**src/sgm_defines.vh**
```
/*
 * Constants for the sensor pin output multiplexer: register indices and address
 * shift, field positions, reset value, pin modes and source codes.
 * Assumes inclusion by bare name from the design files.
 */
`ifndef SGM_DEFINES_VH
`define SGM_DEFINES_VH

// ----------------------------------------------------------------------------
// Register indices; the byte address is four times the index
// ----------------------------------------------------------------------------
`define SGM_IDX_PIN_MODE_AND_PAD_CTRL  12'h022
`define SGM_IDX_PIN01_SOURCE_SELECT    12'h023
`define SGM_IDX_PIN23_SOURCE_SELECT    12'h024
`define SGM_IDX_PIN_INPUT_READBACK     12'h025
`define SGM_IDX_PIN_EXTENDED_CTRL      12'h026
`define SGM_IDX_STAMP_ARM_CTRL         12'h027
`define SGM_ADDR_W                     12
`define SGM_ADDR_SHIFT                 2

// ----------------------------------------------------------------------------
// Field positions and masks
// ----------------------------------------------------------------------------
`define SGM_SLEW_HI          15
`define SGM_SLEW_LO          14
`define SGM_DRV_HI           13
`define SGM_DRV_LO           12
`define SGM_MODE_W           3
`define SGM_SRC_W            7
`define SGM_SRC_LO_FIELD     6:0
`define SGM_SRC_HI_FIELD     14:8
`define SGM_SRC_MASK         16'h7F7F
`define SGM_EXT_MASK         16'h01F0
`define SGM_EXT_IDLE_BIT     8
`define SGM_EXT_INV_BIT      7
`define SGM_EXT_ALWAYS_BIT   6
`define SGM_EXT_PIN_HI       5
`define SGM_EXT_PIN_LO       4
`define SGM_ARM_BIT          0
`define SGM_RESET_VALUE      16'h0000

// ----------------------------------------------------------------------------
// Pin modes
// ----------------------------------------------------------------------------
`define SGM_MODE_OFF         3'h0
`define SGM_MODE_INPUT       3'h1
`define SGM_MODE_OUT_HI      1'h0
`define SGM_MODE_OUT_TAG     2'h1
`define SGM_MODE_PULL_TAG    1'h1

// ----------------------------------------------------------------------------
// Source codes
// ----------------------------------------------------------------------------
`define SGM_SRC_LOW          7'h00
`define SGM_SRC_HIGH         7'h01
`define SGM_SRC_IRQ_X        7'h02
`define SGM_SRC_IRQ_Y        7'h03
`define SGM_SRC_ANY_LED_AMP  7'h0C
`define SGM_SRC_OSC_DIV64    7'h0F
`define SGM_SRC_SLOT_PATTERN 7'h10
`define SGM_SRC_SLEEP        7'h11
`define SGM_SRC_OSC_LF       7'h16
`define SGM_SRC_OSC_32M      7'h17
`define SGM_SRC_OSC_DIV32    7'h18
`define SGM_LED_AMP_PREFIX   5'h02
`define SGM_GRP_ACTIVE       3'h2
`define SGM_GRP_LED_PULSE    3'h3
`define SGM_GRP_MOD_PULSE    3'h4
`define SGM_GRP_DATA_CYCLE   3'h5
`define SGM_LAST_SLOT        4'hB
`define SGM_ANY_SLOT         4'hF
`define SGM_SLOTS            12

`endif

```
**src/sgm_pin_mux.v**
```verilog
/*
 * Four-pin general-purpose output multiplexer with pad control, input
 * readback and timestamp trigger, reached over APB.
 * Assumes slot, interrupt, LED and sleep signals come from logic on pclk;
 * oscillator outputs and pin levels are asynchronous and are synchronised.
 */
// The implementer's own choice: register access over APB.
// Operation
// - Three-bit mode per pin sets pad behaviour
// - Shared slew and drive settings reach pads
// - Seven-bit source selector per pin, shared table
// - Codes 0-3: low, high, two interrupts
// - Codes 08-0B LED amp enables, 0C any
// - Codes 0F,16,17,18 route oscillator clocks
// - Pattern code: idle level after slot, sleep
// - Code 11 high while device sleeps
// - Codes 20-2B: slot active indications
// - Codes 30-3B slot LED pulse, 3F any
// - Codes 40-4B modulation pulse, 4F any
// - Codes 50-5B data cycle, 5F any
// - Readback shows sampled level of input pins
// - Trigger edge rising, falling when inverted
// - Always-armed keeps arm bit after capture
// - Two-bit field selects trigger pin, default 0
// - Pattern code: high during flagged slots
// - Arm bit captures next edge, then clears
`timescale 1ns/1ns
`include "sgm_defines.vh"

module sgm_pin_mux (
    input  wire        pclk,
    input  wire        presetn,
    input  wire        psel,
    input  wire        penable,
    input  wire        pwrite,
    input  wire [31:0] paddr,
    input  wire [31:0] pwdata,
    output reg  [31:0] prdata,
    output reg         pready,
    output reg         pslverr,
    input  wire        irq_x,
    input  wire        irq_y,
    input  wire [3:0]  led_amp_en,
    input  wire        osc_div64,
    input  wire        osc_lf,
    input  wire        osc_32m,
    input  wire        osc_div32,
    input  wire        sleep_state,
    input  wire [11:0] slot_active,
    input  wire [11:0] slot_led_pulse,
    input  wire [11:0] slot_mod_pulse,
    input  wire [11:0] slot_data_cycle,
    input  wire [11:0] slot_pin_flag,
    input  wire [3:0]  pin_in,
    output reg  [3:0]  pin_out,
    output reg  [3:0]  pin_oe,
    output reg  [3:0]  pin_in_en,
    output reg  [3:0]  pin_pull_up,
    output reg  [3:0]  pin_pull_down,
    output reg  [1:0]  pad_slew_setting,
    output reg  [1:0]  pad_drive_setting,
    output reg         stamp_capture
);

// ----------------------------------------------------------------------------
// Registers and synchronisers
// ----------------------------------------------------------------------------
reg  [15:0] pin_mode_and_pad_ctrl;
reg  [15:0] pin01_source_select;
reg  [15:0] pin23_source_select;
reg  [15:0] pin_extended_ctrl;
reg         stamp_arm;
reg  [3:0]  pin_in_meta;
reg  [3:0]  pin_in_sync;
reg  [3:0]  osc_meta;
reg  [3:0]  osc_sync;
reg  [3:0]  pin_input_readback;
reg         trig_prev;

wire [`SGM_ADDR_W-1:0] word_idx = paddr[`SGM_ADDR_W+`SGM_ADDR_SHIFT-1:`SGM_ADDR_SHIFT];
wire        addr_ok = (paddr[`SGM_ADDR_SHIFT-1:0] == 2'h0) &&
                      (paddr[31:`SGM_ADDR_W+`SGM_ADDR_SHIFT] == 18'h00000);
wire        acc     = psel & penable & pready;
wire        wr      = acc & pwrite;

wire [2:0]  mode [0:3];
wire [6:0]  src_sel [0:3];
assign mode[0]    = pin_mode_and_pad_ctrl[2:0];
assign mode[1]    = pin_mode_and_pad_ctrl[5:3];
assign mode[2]    = pin_mode_and_pad_ctrl[8:6];
assign mode[3]    = pin_mode_and_pad_ctrl[11:9];
assign src_sel[0] = pin01_source_select[`SGM_SRC_LO_FIELD];
assign src_sel[1] = pin01_source_select[`SGM_SRC_HI_FIELD];
assign src_sel[2] = pin23_source_select[`SGM_SRC_LO_FIELD];
assign src_sel[3] = pin23_source_select[`SGM_SRC_HI_FIELD];

// ----------------------------------------------------------------------------
// APB slave: one wait state, registered answer
// ----------------------------------------------------------------------------
reg  [31:0] next_prdata;
reg         next_err;
always @* begin
    next_prdata = 32'h00000000;
    next_err    = 1'b0;
    if (!addr_ok) begin
        next_err = 1'b1;
    end else if (word_idx == `SGM_IDX_PIN_MODE_AND_PAD_CTRL) begin
        next_prdata = {16'h0000, pin_mode_and_pad_ctrl};
    end else if (word_idx == `SGM_IDX_PIN01_SOURCE_SELECT) begin
        next_prdata = {16'h0000, pin01_source_select};
    end else if (word_idx == `SGM_IDX_PIN23_SOURCE_SELECT) begin
        next_prdata = {16'h0000, pin23_source_select};
    end else if (word_idx == `SGM_IDX_PIN_INPUT_READBACK) begin
        next_prdata = {28'h0000000, pin_input_readback};
    end else if (word_idx == `SGM_IDX_PIN_EXTENDED_CTRL) begin
        next_prdata = {16'h0000, pin_extended_ctrl};
    end else if (word_idx == `SGM_IDX_STAMP_ARM_CTRL) begin
        next_prdata = {31'h00000000, stamp_arm};
    end else begin
        next_err = 1'b1;
    end
end

always @(posedge pclk or negedge presetn) begin
    if (!presetn) begin
        pready  <= 1'b0;
        prdata  <= 32'h00000000;
        pslverr <= 1'b0;
    end else begin
        pready <= psel & penable & ~pready;
        if (psel & penable & ~pready) begin
            prdata  <= pwrite ? 32'h00000000 : next_prdata;
            pslverr <= next_err;
        end else begin
            prdata  <= 32'h00000000;
            pslverr <= 1'b0;
        end
    end
end

// ----------------------------------------------------------------------------
// Writable registers
// ----------------------------------------------------------------------------
always @(posedge pclk or negedge presetn) begin
    if (!presetn) begin
        pin_mode_and_pad_ctrl <= `SGM_RESET_VALUE;
        pin01_source_select   <= `SGM_RESET_VALUE;
        pin23_source_select   <= `SGM_RESET_VALUE;
        pin_extended_ctrl     <= `SGM_RESET_VALUE;
    end else if (wr && addr_ok) begin
        if (word_idx == `SGM_IDX_PIN_MODE_AND_PAD_CTRL) begin
            pin_mode_and_pad_ctrl <= pwdata[15:0];
        end else if (word_idx == `SGM_IDX_PIN01_SOURCE_SELECT) begin
            pin01_source_select <= pwdata[15:0] & `SGM_SRC_MASK;
        end else if (word_idx == `SGM_IDX_PIN23_SOURCE_SELECT) begin
            pin23_source_select <= pwdata[15:0] & `SGM_SRC_MASK;
        end else if (word_idx == `SGM_IDX_PIN_EXTENDED_CTRL) begin
            pin_extended_ctrl <= pwdata[15:0] & `SGM_EXT_MASK;
        end
    end
end

// ----------------------------------------------------------------------------
// Synchronisers for pin levels and oscillator outputs
// ----------------------------------------------------------------------------
always @(posedge pclk or negedge presetn) begin
    if (!presetn) begin
        pin_in_meta <= 4'h0;
        pin_in_sync <= 4'h0;
        osc_meta    <= 4'h0;
        osc_sync    <= 4'h0;
    end else begin
        pin_in_meta <= pin_in;
        pin_in_sync <= pin_in_meta;
        osc_meta    <= {osc_div32, osc_32m, osc_lf, osc_div64};
        osc_sync    <= osc_meta;
    end
end

// ----------------------------------------------------------------------------
// Source selection and pad control per pin
// ----------------------------------------------------------------------------
wire pattern_level = (~sleep_state & |(slot_active & slot_pin_flag)) ?
                     1'b1 : pin_extended_ctrl[`SGM_EXT_IDLE_BIT];

reg  [3:0] src_val;
reg  [3:0] next_out;
reg  [3:0] next_oe;
reg  [3:0] next_ie;
reg  [3:0] next_pu;
reg  [3:0] next_pd;

genvar g;
generate
    for (g = 0; g < 4; g = g + 1) begin : g_pin
        always @* begin
            src_val[g] = 1'b0;
            case (src_sel[g])
                `SGM_SRC_LOW:          src_val[g] = 1'b0;
                `SGM_SRC_HIGH:         src_val[g] = 1'b1;
                `SGM_SRC_IRQ_X:        src_val[g] = irq_x;
                `SGM_SRC_IRQ_Y:        src_val[g] = irq_y;
                `SGM_SRC_ANY_LED_AMP:  src_val[g] = |led_amp_en;
                `SGM_SRC_OSC_DIV64:    src_val[g] = osc_sync[0];
                `SGM_SRC_SLOT_PATTERN: src_val[g] = pattern_level;
                `SGM_SRC_SLEEP:        src_val[g] = sleep_state;
                `SGM_SRC_OSC_LF:       src_val[g] = osc_sync[1];
                `SGM_SRC_OSC_32M:      src_val[g] = osc_sync[2];
                `SGM_SRC_OSC_DIV32:    src_val[g] = osc_sync[3];
                default: begin
                    if (src_sel[g][6:2] == `SGM_LED_AMP_PREFIX) begin
                        src_val[g] = led_amp_en[src_sel[g][1:0]];
                    end else if (src_sel[g][3:0] <= `SGM_LAST_SLOT) begin
                        case (src_sel[g][6:4])
                            `SGM_GRP_ACTIVE:     src_val[g] = slot_active[src_sel[g][3:0]];
                            `SGM_GRP_LED_PULSE:  src_val[g] = slot_led_pulse[src_sel[g][3:0]];
                            `SGM_GRP_MOD_PULSE:  src_val[g] = slot_mod_pulse[src_sel[g][3:0]];
                            `SGM_GRP_DATA_CYCLE: src_val[g] = slot_data_cycle[src_sel[g][3:0]];
                            default:             src_val[g] = 1'b0;
                        endcase
                    end else if (src_sel[g][3:0] == `SGM_ANY_SLOT) begin
                        case (src_sel[g][6:4])
                            `SGM_GRP_LED_PULSE:  src_val[g] = |slot_led_pulse;
                            `SGM_GRP_MOD_PULSE:  src_val[g] = |slot_mod_pulse;
                            `SGM_GRP_DATA_CYCLE: src_val[g] = |slot_data_cycle;
                            default:             src_val[g] = 1'b0;
                        endcase
                    end
                end
            endcase
        end

        // Inversion is applied to the selected source before the pad
        always @* begin
            next_out[g] = 1'b0;
            next_oe[g]  = 1'b0;
            next_ie[g]  = 1'b0;
            next_pu[g]  = 1'b0;
            next_pd[g]  = 1'b0;
            if (mode[g] == `SGM_MODE_INPUT) begin
                next_ie[g] = 1'b1;
            end else if (mode[g][2:1] == `SGM_MODE_OUT_TAG) begin
                next_oe[g]  = 1'b1;
                next_out[g] = src_val[g] ^ mode[g][0];
            end else if (mode[g][2] == `SGM_MODE_PULL_TAG) begin
                if (mode[g][1] == `SGM_MODE_OUT_HI) begin
                    next_pd[g] = ~(src_val[g] ^ mode[g][0]);
                end else begin
                    next_pu[g] = src_val[g] ^ mode[g][0];
                end
            end
        end
    end
endgenerate

always @(posedge pclk or negedge presetn) begin
    if (!presetn) begin
        pin_out           <= 4'h0;
        pin_oe            <= 4'h0;
        pin_in_en         <= 4'h0;
        pin_pull_up       <= 4'h0;
        pin_pull_down     <= 4'h0;
        pad_slew_setting  <= 2'h0;
        pad_drive_setting <= 2'h0;
    end else begin
        pin_out           <= next_out;
        pin_oe            <= next_oe;
        pin_in_en         <= next_ie;
        pin_pull_up       <= next_pu;
        pin_pull_down     <= next_pd;
        pad_slew_setting  <= pin_mode_and_pad_ctrl[`SGM_SLEW_HI:`SGM_SLEW_LO];
        pad_drive_setting <= pin_mode_and_pad_ctrl[`SGM_DRV_HI:`SGM_DRV_LO];
    end
end

// ----------------------------------------------------------------------------
// Input readback and timestamp trigger
// ----------------------------------------------------------------------------
wire [3:0] in_enabled;
generate
    for (g = 0; g < 4; g = g + 1) begin : g_ie
        assign in_enabled[g] = (mode[g] == `SGM_MODE_INPUT);
    end
endgenerate

wire [1:0] trig_pin = pin_extended_ctrl[`SGM_EXT_PIN_HI:`SGM_EXT_PIN_LO];
wire trig_level = pin_in_sync[trig_pin] ^ pin_extended_ctrl[`SGM_EXT_INV_BIT];
wire trig_edge  = trig_level & ~trig_prev;
wire capture    = stamp_arm & trig_edge;
wire arm_write  = wr && addr_ok && (word_idx == `SGM_IDX_STAMP_ARM_CTRL);

always @(posedge pclk or negedge presetn) begin
    if (!presetn) begin
        pin_input_readback <= 4'h0;
        trig_prev          <= 1'b0;
        stamp_arm          <= 1'b0;
        stamp_capture      <= 1'b0;
    end else begin
        pin_input_readback <= pin_in_sync & in_enabled;
        trig_prev          <= trig_level;
        stamp_capture      <= capture;
        if (arm_write && pwdata[`SGM_ARM_BIT]) begin
            stamp_arm <= 1'b1;
        end else if (arm_write) begin
            stamp_arm <= 1'b0;
        end else if (capture && !pin_extended_ctrl[`SGM_EXT_ALWAYS_BIT]) begin
            stamp_arm <= 1'b0;
        end
    end
end

endmodule // sgm_pin_mux

```
**config.mk**
```make
export PLATFORM = sky130hd
export DESIGN_NAME = sgm_pin_mux
export DESIGN_NICKNAME = d
export VERILOG_FILES = /design/src/sgm_pin_mux.v
export VERILOG_INCLUDE_DIRS = /design/src /design/src/src
export SDC_FILE = /design/constraint.sdc
export NUM_CORES = 1
export LEC_CHECK = 0
export BUFFER_PORTS_ARGS = -buffer_cell sky130_fd_sc_hd__buf_2
export CORE_UTILIZATION = 34
export CTS_BUF_LIST = sky130_fd_sc_hd__clkbuf_2 sky130_fd_sc_hd__clkbuf_4 sky130_fd_sc_hd__clkbuf_8
export CTS_CLUSTER_SIZE = 24
export DETAILED_ROUTE_END_ITERATION = 10
export PLACE_DENSITY_LB_ADDON = 0.05
export SLEW_MARGIN = 20
export SYNTH_ARGS = -nofsm -noshare
export SYNTH_HDL_FRONTEND = slang
export SYNTH_SLANG_ARGS = --single-unit
```
**constraint.sdc**
```tcl
create_clock -name pclk -period 3.04 [get_ports pclk]
set_input_delay 0.608 -clock pclk [delete_from_list [all_inputs] [get_ports pclk]]
set_output_delay 0.608 -clock pclk [all_outputs]
set_load 0.01 [all_outputs]
```
---- After elaboration in Yosys (flattened, before gate mapping) ----
Cells that the tools add are included.
Widths: inputs -> output; s select.
operators by class
  $add $sub $neg .......................... 0
  $mul .................................... 0
  div/mod/pow operators ................... 0
  magnitude comparators ................... 13
  eq/ne operators ......................... 78
  shift-type cells ........................ 0
  mux-type cells .......................... 139
  bitwise logic cells ..................... 24
  reduce and logical (&&, ||, !) cells .... 22
operators by type and width
  operator             count
  $mux 32              5
  $eq 7x5->1 const B   20
  $mux 1               98
  $eq 12x6->1 const B  6
  $bmux 1 s4           16
  $eq 7x2->1 const B   8
  $eq 7x4->1 const B   8
  $reduce_or 12->1     4
  $pmux 1 s11          4
  $eq 7x1->1 const B   4
  $logic_not 7->1      4
  $eq 3x2->1 const B   8
  $eq 3x3->1 const B   8
  $eq 5x2->1 const B   4
  $lt 4x5->1 const B   4
  $logic_not 18->1     1
  $mux 9               2
  $eq 4x4->1 const B   4
  $le 4x4->1 const B   4
  $pmux 1 s4           4
  $lt 2x3->1 const B   5
  $mux 15              1
  $and 12x12->12       1
  $eq 3x1->1 const B   4
  16 further kinds     49
word-level totals
  bits in registers ....................... 130
  bits in latches ......................... 0
  bits in writable memories ............... 0
  ROM bits ................................ 0
  input bits .............................. 144
  output and inout bits ................... 59
  logic and storage cells ................. 298
  memories ................................ 0

---- Depth between registers and ports, before layout ----
Gate-level depths: netlist (run 1).
  word-level depth ........................ 12
  gate-level depth with buffers ........... 10
  depth with buffers taken out ............ 8

---- Worst setup path after synthesis (run 1) ----
No wires, ideal clock.
  kind .................................... input-to-reg
  start point ............................. input paddr[12]
  end point ............................... register pin23_source_select[12]
  arrival ................................. 2,328 ps
  setup slack ............................. 584 ps
  cell stages on the path ................. 7
  buffers on the path ..................... 2
  path through ............................ or4b_4 nor4_4 and3b_1 buf_2 nand2_2 buf_6 mux2_1
on the way
  cells in the longest elaborated chain, start to end .. 3
  elaborated cells between the ends (all ways) .. 6
  those cells by class .................... 3 x eq/ne; 2 x bitwise; 1 x reduce/logical
RTL lines
  element                                line               source
  start: declaration                     sgm_pin_mux.v:36   input wire [31:0] paddr,
  $eq 12x6->1 (no source line)           n/a
  $not 1->1 (no source line)             n/a
  $reduce_and 4->1 (no source line) (*)  n/a
  end signal: assignment                 sgm_pin_mux.v:148  pin23_source_select <= `SGM_RESET_VALUE;
  end signal: assignment                 sgm_pin_mux.v:156  pin23_source_select <= pwdata[15:0] & `SGM_SRC_MASK;
  end: declaration                       sgm_pin_mux.v:70   reg [15:0] pin23_source_select;
Every way passes the cells marked *; elsewhere a longest branch is shown, timed or not.
A chain may end at the register's enable or synchronous reset.

---- Worst setup path in the final report (run 1) ----
  start point ............................. register pin23_source_select[0]
  end point ............................... register pin_pull_down[2]
on the way
  cells in the longest elaborated chain, start to end .. 12
  elaborated cells between the ends (all ways) .. 34
  those cells by class .................... 1 x order compare; 11 x eq/ne; 19 x mux; 2 x bitwise; 1 x reduce/logical
RTL lines
  element                        line               source
  $bmux 1 s4 (on tied branches)  n/a
  $mux 1 (on tied branches)      n/a
  $pmux 1 s4                     sgm_pin_mux.v:214  case (src_sel[g][6:4])
  $mux 1                         sgm_pin_mux.v:213  end else if (src_sel[g][3:0] <= `SGM_LAST_SLOT) begin
  $mux 1                         sgm_pin_mux.v:211  if (src_sel[g][6:2] == `SGM_LED_AMP_PREFIX) begin
  $pmux 1 s11 (*)                sgm_pin_mux.v:198  case (src_sel[g])
  $xor 1x1->1 (*)                sgm_pin_mux.v:247  next_pd[g] = ~(src_val[g] ^ mode[g][0]);
  $not 1->1 (*)                  sgm_pin_mux.v:247
  $mux 1 (*)                     sgm_pin_mux.v:246  if (mode[g][1] == `SGM_MODE_OUT_HI) begin
  $mux 1 (*)                     sgm_pin_mux.v:245  end else if (mode[g][2] == `SGM_MODE_PULL_TAG) begin
  $mux 1 (*)                     sgm_pin_mux.v:242  end else if (mode[g][2:1] == `SGM_MODE_OUT_TAG) begin
  $mux 1 (*)                     sgm_pin_mux.v:240  if (mode[g] == `SGM_MODE_INPUT) begin
  net next_pd[2]                 sgm_pin_mux.v:191  reg [3:0] next_pd;
  end signal: assignment         sgm_pin_mux.v:270  pin_pull_down <= next_pd;
  end: declaration               sgm_pin_mux.v:59   output reg [3:0] pin_pull_down,
The timed path passes the listed nets; every way through them passes the cells marked *. The select of a mux whose other input is x is not followed.

==> results of run 1 <==
## where the power goes
group          internal [mW]  switching [mW]
sequential              1.53          0.0109
clock                  0.843           0.687
combinational          0.132           0.192
## layout make-up
cell class              count  area, µm²  share of cell area [%]
well taps                 285        357                    3.76
clock buffers              18        248                    2.61
repair buffers            214       1250                    13.2
inverters                  15       56.3                   0.594
multi-input cells         513       4540                    47.9
diodes                      2       5.00                  0.0528
clock inverters            14        175                    1.85
flip-flops and latches    114       2850                    30.1
## Yosys cell counts (all sizes together) (5+ instances only)
cell type / number / share of area, %
nor2b: 20 / 1.7
buf: 55 / 5.1
mux2: 66 / 9.5
o21ai: 20 / 1.3
nor3b: 14 / 1.3
clkbuf: 15 / 0.86
a21oi: 9 / 0.57
and4b: 6 / 0.77
nor3: 6 / 0.38
inv: 15 / 0.72
a22oi: 25 / 2.4
mux2i: 22 / 2.8
dfrtp: 114 / 36
a32oi: 7 / 0.78
nor4: 21 / 1.9
nand2b: 10 / 0.80
nand3b: 6 / 0.57
a31oi: 5 / 0.40
or3: 7 / 0.56
a211oi: 8 / 0.83
and3: 5 / 0.40
nand2: 34 / 1.8
nor2: 23 / 1.2
nand3: 22 / 1.4
o22ai: 5 / 0.40
mux4: 47 / 14
o31ai: 5 / 0.48
o221ai: 6 / 0.67
nand4: 5 / 0.40
and2: 16 / 1.3
## kinds of logic (layout without fill, tap and decap cells)
| group | Yosys count | after routing |
|---|---|---|
| other | 1 | 18 |
| buffers and inverters | 85 | 261 |
| XOR/XNOR | 2 | 2 |
| AO/OA/AOI/OAI | 134 | 134 |
| adder cells (fa/ha/maj) | 3 | 3 |
| multiplexers | 135 | 135 |
| flip-flops | 114 | 114 |
| AND/OR/NAND/NOR | 223 | 223 |
## cell usage in the layout, fill, tap and decap left out, drive strengths merged, types with 5 or more instances in the layout
| master | count |
|---|---|
| nand3 | 22 |
| dfrtp | 114 |
| a32oi | 7 |
| and3 | 5 |
| or3 | 7 |
| a211oi | 8 |
| and4b | 6 |
| nor3b | 14 |
| nand2b | 10 |
| nor2b | 20 |
| conb | 16 |
| a31oi | 5 |
| and2 | 16 |
| mux4 | 47 |
| inv | 20 |
| nand3b | 6 |
| a21oi | 9 |
| o22ai | 5 |
| o221ai | 6 |
| clkbuf | 18 |
| nor3 | 6 |
| mux2i | 22 |
| buf | 214 |
| mux2 | 66 |
| nor2 | 23 |
| nand2 | 34 |
| nand4 | 5 |
| o31ai | 5 |
| o21ai | 20 |
| nor4 | 21 |
| a22oi | 25 |
## stage by stage
step                      instances  power (mW)  setup slack [ns]  utilization (%)
after global placement         1141        1.88            0.0213             39.9
final                          1175        3.39             0.197             41.9
after floorplan                 712        1.68             0.584                -
after CTS                      1173        3.43            0.0251             41.8
after global routing           1174        3.53            0.0220             41.8
after detailed placement       1141        1.89            0.0266             39.9
## worst max-delay path, stage by stage, from the launching register on
cell and delay, ns:
dfrtp_1 0.80, mux4_2 0.61, a32o_1 0.23, a22o_1 0.24, nor4_2 0.17, a211oi_1 0.14, or3_1 0.41, a21oi_1 0.16
## per-layer routing
metal | up-vias | part of all wire (%)
met5 | - | 0
met4 | 0 | 2.2
met3 | 31 | 5.8
met2 | 257 | 48
met1 | 3453 | 44
li1 | 3057 | -
## worst max-delay path by stage
stage / from / endpoint / slack [ns] / depth (start not counted)
floorplan: paddr[12] / pin23_source_select[12] / 0.58 / 7
global placement: slot_mod_pulse[1] / pin_pull_down[3] / 0.02 / 9
detailed placement: slot_data_cycle[11] / pin_pull_down[3] / 0.03 / 9
CTS: pin23_source_select[9] / pin_pull_down[3] / 0.03 / 10
global route: pin23_source_select[9] / pin_pull_down[3] / 0.02 / 10
finish: pin23_source_select[0] / pin_pull_down[2] / 0.20 / 7
## state kept, by name, summed over array words and instances (netlist names), 2 cells and up
name,count
pin_mode_and_pad_ctrl,16
prdata,16
pin01_source_select,14
pin23_source_select,14
pin_extended_ctrl,5
osc_meta,4
osc_sync,4
pin_in_en,4
pin_in_meta,4
pin_in_sync,4
pin_input_readback,4
pin_oe,4
pin_out,4
pin_pull_down,4
pin_pull_up,4
pad_drive_setting,2
pad_slew_setting,2
==> key figures, run 1 <==
CTS
  • # Post-CTS Setup Buffers: 0
  • CTS tree: yes
  • Post-CTS sizing: 0
  • Clk buf depth: 2
  • Root Driver: clkbuf_8
  • Worst-skew pair later-pin latency: roughly 0.43 ns
  • Hold_buf cts: 0
  • Clk sinks: between 100 and 150
  • CTS Buf Count: 17
  • H-tree depth: 4
  • Clk slew on worst S/H paths: about 0.080 ns

Synth
  • Synth Area in Compound Gates: around an eighth
  • Mux cell area share after synthesis: between 20% and 30%
  • Main combinational cell family by area after synthesis: multiplexers
  • Synth cell types: 86
  • Simple-Gate Fraction of Synth Area: between 15 and 20%
  • Seq/Total Area, Yosys: between 30% and 40%
  • #FFs+latches synth: around 110
  • Synth Area in XOR/XNOR: less than 1%
  • Ys flop type: dfrtp_1
  • Post-synth EDFFs: 0
  • Adder-cell share of the synthesized area: 0.478%
  • Average size of a mapped cell: ~11 µm²
  • Cell count after synthesis: between 600 and 700
  • Synth warn: 0
  • Cell Area, Synth: ~7800 µm²
  • FFs w/ async S/R, synth: between 90% and 100%

STA
  • FMAX: between 0.3 and 0.4 GHz
  • Crit share post-route: 93.5%
  • Slew Viols, Final: 0
  • Fin Setup TNS: 0 ns
  • Actual slew at the worst max-slew pin: 0.740 ns
  • Tightest hold margin: roughly 0.22 ns
  • Relative slew slack: around half
  • Skew final: roughly 0.013 ns
  • RSZ-0062 raised after global routing: no
  • Fin. Hold Viols: 0
  • Minimum clock period: 2.84 ns
  • Final setup violation count: 0

Drt
  • Vias per cell: roughly 5.8
  • Post-route antenna net violation count: 0
  • Drt total wl: between 20 and 30 mm
  • Post-DR wirelength/cell: between 20 and 25 µm
  • DRT iter0 DRCs: 434
  • TritonRoute pass-1 iters: 5
  • Vias: between 6000 and 7000
  • DRC errors left: 0

Worst setup path
  • Crit. End Element: register
  • R2r startpoint: pin23_source_select[0]
  • WP data arrival: 3.19 ns
  • Crit Path Max Fanout: 12
  • Reg2Reg Depth: 7
  • Reg2reg end: pin_pull_down[2]
  • CP Class: register to register
  • WP data required: roughly 3.4 ns
  • Reg2reg setup slack: just under 0.2 ns
  • Startpoint types: register

Floorplan
  • Die height: 154 µm
  • # rows: 55
  • Die Wd: about 150 µm
  • I/O pins: approximately 200
  • Initial core utilization: between 30 and 40%
  • DIE AREA: 23700 µm²
  • Core area: 22600 µm²

GRT
  • Total track usage: around a quarter
  • GR Util met1: 31.5%
  • Initial antenna violation count: 1
  • First-pass GRT wire length: roughly 42 mm
  • Largest net degree at the start of global routing: 52
  • Met3 Use GR: about 5.6%
  • GRT Max-Usage Layer: met2
  • Grt ovf: 0
  • GR Layer Usage met2: just under 40%
  • Vias in the first global route: a little under 7000

Hold path
  • Hold WC Path Type: input port to asynchronous set/reset pin

Layout
  • # nets final: between 1000 and 1500
  • Fillers: 2191
  • Final instance area: 9480 µm²
  • Synth-to-Final Area Change: 20.8%
  • Layout cell share with drive strength beyond 1: 42.0%

Place
  • HPWL after DPL: roughly 21 mm
  • Final GP Congestion: just under 0.9
  • I/O Buffers: 170
  • DP Area: roughly 9000 µm²

Power
  • Leak: between 4 and 5 nW
  • Pwr/cell area: ~360 nW/µm²
  • Max VDD drop: around 250 µV

Status
  • Status: finished, final reports clean

Job
  • # Max-Cap Violations: 0
Power figures use the tool's default switching activity.
==> inputs of run 2 (changes only) <==
--- a/config.mk
+++ b/config.mk
@@ -6,11 +6,11 @@
 export SDC_FILE = /design/constraint.sdc
 export NUM_CORES = 1
 export LEC_CHECK = 0
-export BUFFER_PORTS_ARGS = -buffer_cell sky130_fd_sc_hd__buf_2
 export CORE_UTILIZATION = 34
 export CTS_BUF_LIST = sky130_fd_sc_hd__clkbuf_2 sky130_fd_sc_hd__clkbuf_4 sky130_fd_sc_hd__clkbuf_8
 export CTS_CLUSTER_SIZE = 24
 export DETAILED_ROUTE_END_ITERATION = 10
+export DONT_BUFFER_PORTS = 1
 export PLACE_DENSITY_LB_ADDON = 0.05
 export SLEW_MARGIN = 20
 export SYNTH_ARGS = -nofsm -noshare
==> run 2 against run 1 <==
Effect of this change:
- the run now ends with hold timing left
- clock-buffer cell count grew 2
- sequential power about the same
- final cell count is 15% lower
- critical endpoint is now pin_pull_up[2]
- largest cell class unchanged
==> key figures, run 2 (synthesis results as in run 1) <==
Place
  • Final GP Congestion: 0.876 (-1.7%)
  • I/O Buffers: 0 (-100%)
  • HPWL after DPL: 20.2 mm (-5.5%)

STA
  • Fin Setup TNS: 0 ns (unchanged)
  • RSZ-0062 raised after global routing: no
  • Crit share post-route: 94.0% (+0.45 points)
  • Slew Viols, Final: 0 (unchanged)
  • Relative slew slack: 55.2% (+4.5 points)
  • FMAX: 0.350 GHz (-0.48%)
  • Tightest hold margin: -0.120 ns (-0.344 ns)
  • Skew final: 0.0152 ns (+0.00254 ns)
  • Actual slew at the worst max-slew pin: 0.670 ns (-0.0696 ns)
  • Fin. Hold Viols: 114 (+114)
  • Minimum clock period: 2.86 ns (+0.0136 ns)
  • Final setup violation count: 0 (unchanged)

CTS
  • Post-CTS sizing: 0 (unchanged)
  • Clk sinks: 114 (unchanged)
  • CTS tree: yes
  • Clk buf depth: 2 (unchanged)
  • CTS Buf Count: 17 (unchanged)
  • H-tree depth: 4 (unchanged)
  • Worst-skew pair later-pin latency: 0.44 ns (about the same)
  • Root Driver: clkbuf_8
  • Clk slew on worst S/H paths: 0.08 ns (about the same)
  • # Post-CTS Setup Buffers: 0 (unchanged)

Drt
  • DRC errors left: 0 (unchanged)
  • Post-route antenna net violation count: 0 (unchanged)
  • TritonRoute pass-1 iters: 5 (unchanged)
  • Vias: 6200 (-8.8%)
  • DRT iter0 DRCs: 418 (-3.7%)
  • Drt total wl: 26.6 mm (-4.7%)
  • Vias per cell: 6.24 (+7.8%)
  • Post-DR wirelength/cell: 26.7 µm (+13%)

Power
  • Max VDD drop: 238 µV (-6.0%)
  • Comb power frac: 3.9% (-5.6 points)
  • Clock share of power: 46.7% (+1.6 points)
  • Int Pwr: 2.39 mW (-4.5%)
  • Flop pwr share: 49.5% (+4.1 points)
  • Switching share of total power: 23.2% (-3.0 points)
  • Total power: 3.11 mW (-8.2%)
  • Pwr/cell area: 365 nW/µm² (+2.0%)
  • Leak: 3.32 nW (-19%)
  • Psw: 723 µW (-19%)

GRT
  • Largest net degree at the start of global routing: 115 (+120%)
  • First-pass GRT wire length: 40.5 mm (-3.8%)
  • Grt ovf: 0 (unchanged)
  • Vias in the first global route: 6324 (-8.7%)
  • Total track usage: 22.9% (-1.2 points)
  • Initial antenna violation count: 0 (-1)

Hold path
  • Hold WC Path Type: input port to asynchronous set/reset pin

Worst setup path
  • Slowest cell on the critical path: mux4_1
  • Crit Path Max Fanout: 9 (-3)
  • Crit. End Element: register
  • Family with the most delay on the worst path: compound AO/OA/AOI/OAI gates
  • CP cell instances: mux4_1, a32o_1, a22o_1, nor4_2, a211oi_1, o21ai_0, and4b_1
  • Startpoint types: register
  • WP data required: 3.40 ns (about the same)
  • CP Class: register to register
  • WP data arrival: 3.22 ns (+0.03 ns)
  • Worst path max stage delay: 0.67 ns (-0.13 ns)
  • CP bufs+invs: 0 (unchanged)

Floorplan
  • DIE AREA: 23700 µm² (unchanged)
  • I/O pins: 203 (unchanged)
  • Core area: 22600 µm² (unchanged)
  • Initial core utilization: 34.7% (unchanged)
  • Die Wd: 154 µm (unchanged)
  • # rows: 55 (unchanged)
  • Die height: 154 µm (unchanged)

Layout
  • # nets final: 843 (-18%)
  • Most frequent cells in the layout: 114 x dfrtp_1, 63 x mux2_2, 44 x mux4_2
  • Layout cell share with drive strength beyond 1: 27.2% (-15 points)
  • Multi-input logic area: 4530 µm² (-0.11%)
  • Largest registers: pin_mode_and_pad_ctrl x16, prdata x16
  • Most common cell after layout, fill and taps aside: dfrtp_1
  • Fillers: 2184 (-0.32%)
  • Synth-to-Final Area Change: 8.71%
  • Antenna fix cells: 0 (-2)
  • Seq. cell area: 2850 µm² (unchanged)

Status
  • Violated checks: hold timing
  • Status: finished, violations left

Job
  • # Max-Cap Violations: 0 (unchanged)
[run 2: cell count changes in the layout (fill, tap and decap cells not counted), sizes merged]
cell and delta:
buf -179, bufinv -1, clkbuf +2, clkinv +2
clkinvlp +1, diode -2, inv -4
[run 2: per-layer routing]
| layer | vias to the layer above | global-route usage (%) | wire [µm] |
|---|---|---|---|
| met4 | 0 | 7.19 | 506 |
| met1 | 3255 | 30.8 | 11500 |
| met2 | 232 | 37.7 | 13000 |
| met5 | - | 0 | 0 |
| li1 | 2686 | - | - |
| met3 | 27 | 3.95 | 1550 |
[run 2: metrics by stage]
stage,cell area [µm²],worst slack [ns],instances,hold slack (ns),utilization (%)
2_1_floorplan,7900,0.584,712,0.312,-
3_3_place_gp,8120,0.253,962,0.325,35.9
3_5_place_dp,8120,0.216,962,0.326,35.9
4_1_cts,8530,0.198,994,-0.173,37.7
5_1_grt,8530,0.0343,994,-0.163,37.7
6_report,8530,0.183,994,-0.120,37.7
[run 2: power groups by stage]
| stage | clock (mW) | combinational, mW | sequential [mW] |
|---|---|---|---|
| floorplan | 0 | 0.115 | 1.56 |
| global placement | 0 | 0.120 | 1.57 |
| detailed placement | 0 | 0.120 | 1.57 |
| CTS | 1.51 | 0.120 | 1.54 |
| global route | 1.57 | 0.129 | 1.54 |
| finish | 1.45 | 0.121 | 1.54 |
[run 2: cell type report]
| cell class | count | share of cell area [%] |
|---|---|---|
| multi-input combinational | 513 | 53.1 |
| sequential | 114 | 33.5 |
| tap | 285 | 4.18 |
| timing repair buffer | 35 | 3.81 |
| clock buffer | 20 | 3.23 |
| clock inverter | 12 | 1.54 |
| inverter | 15 | 0.660 |
[run 2: worst paths after layout]
kind,startpoint,end,slack (ns),depth (start not counted)
setup / recovery,pin23_source_select[1],pin_pull_up[2],0.18,7
hold / removal,presetn,pin23_source_select[11],-0.12,0
setup reg to reg,pin23_source_select[1],pin_pull_up[2],0.18,7
hold reg to reg,osc_meta[3],osc_sync[3],0.35,0
max in group asynchronous,presetn,osc_meta[3],2.90,0
min in group pclk,osc_div64,osc_meta[0],0.19,0
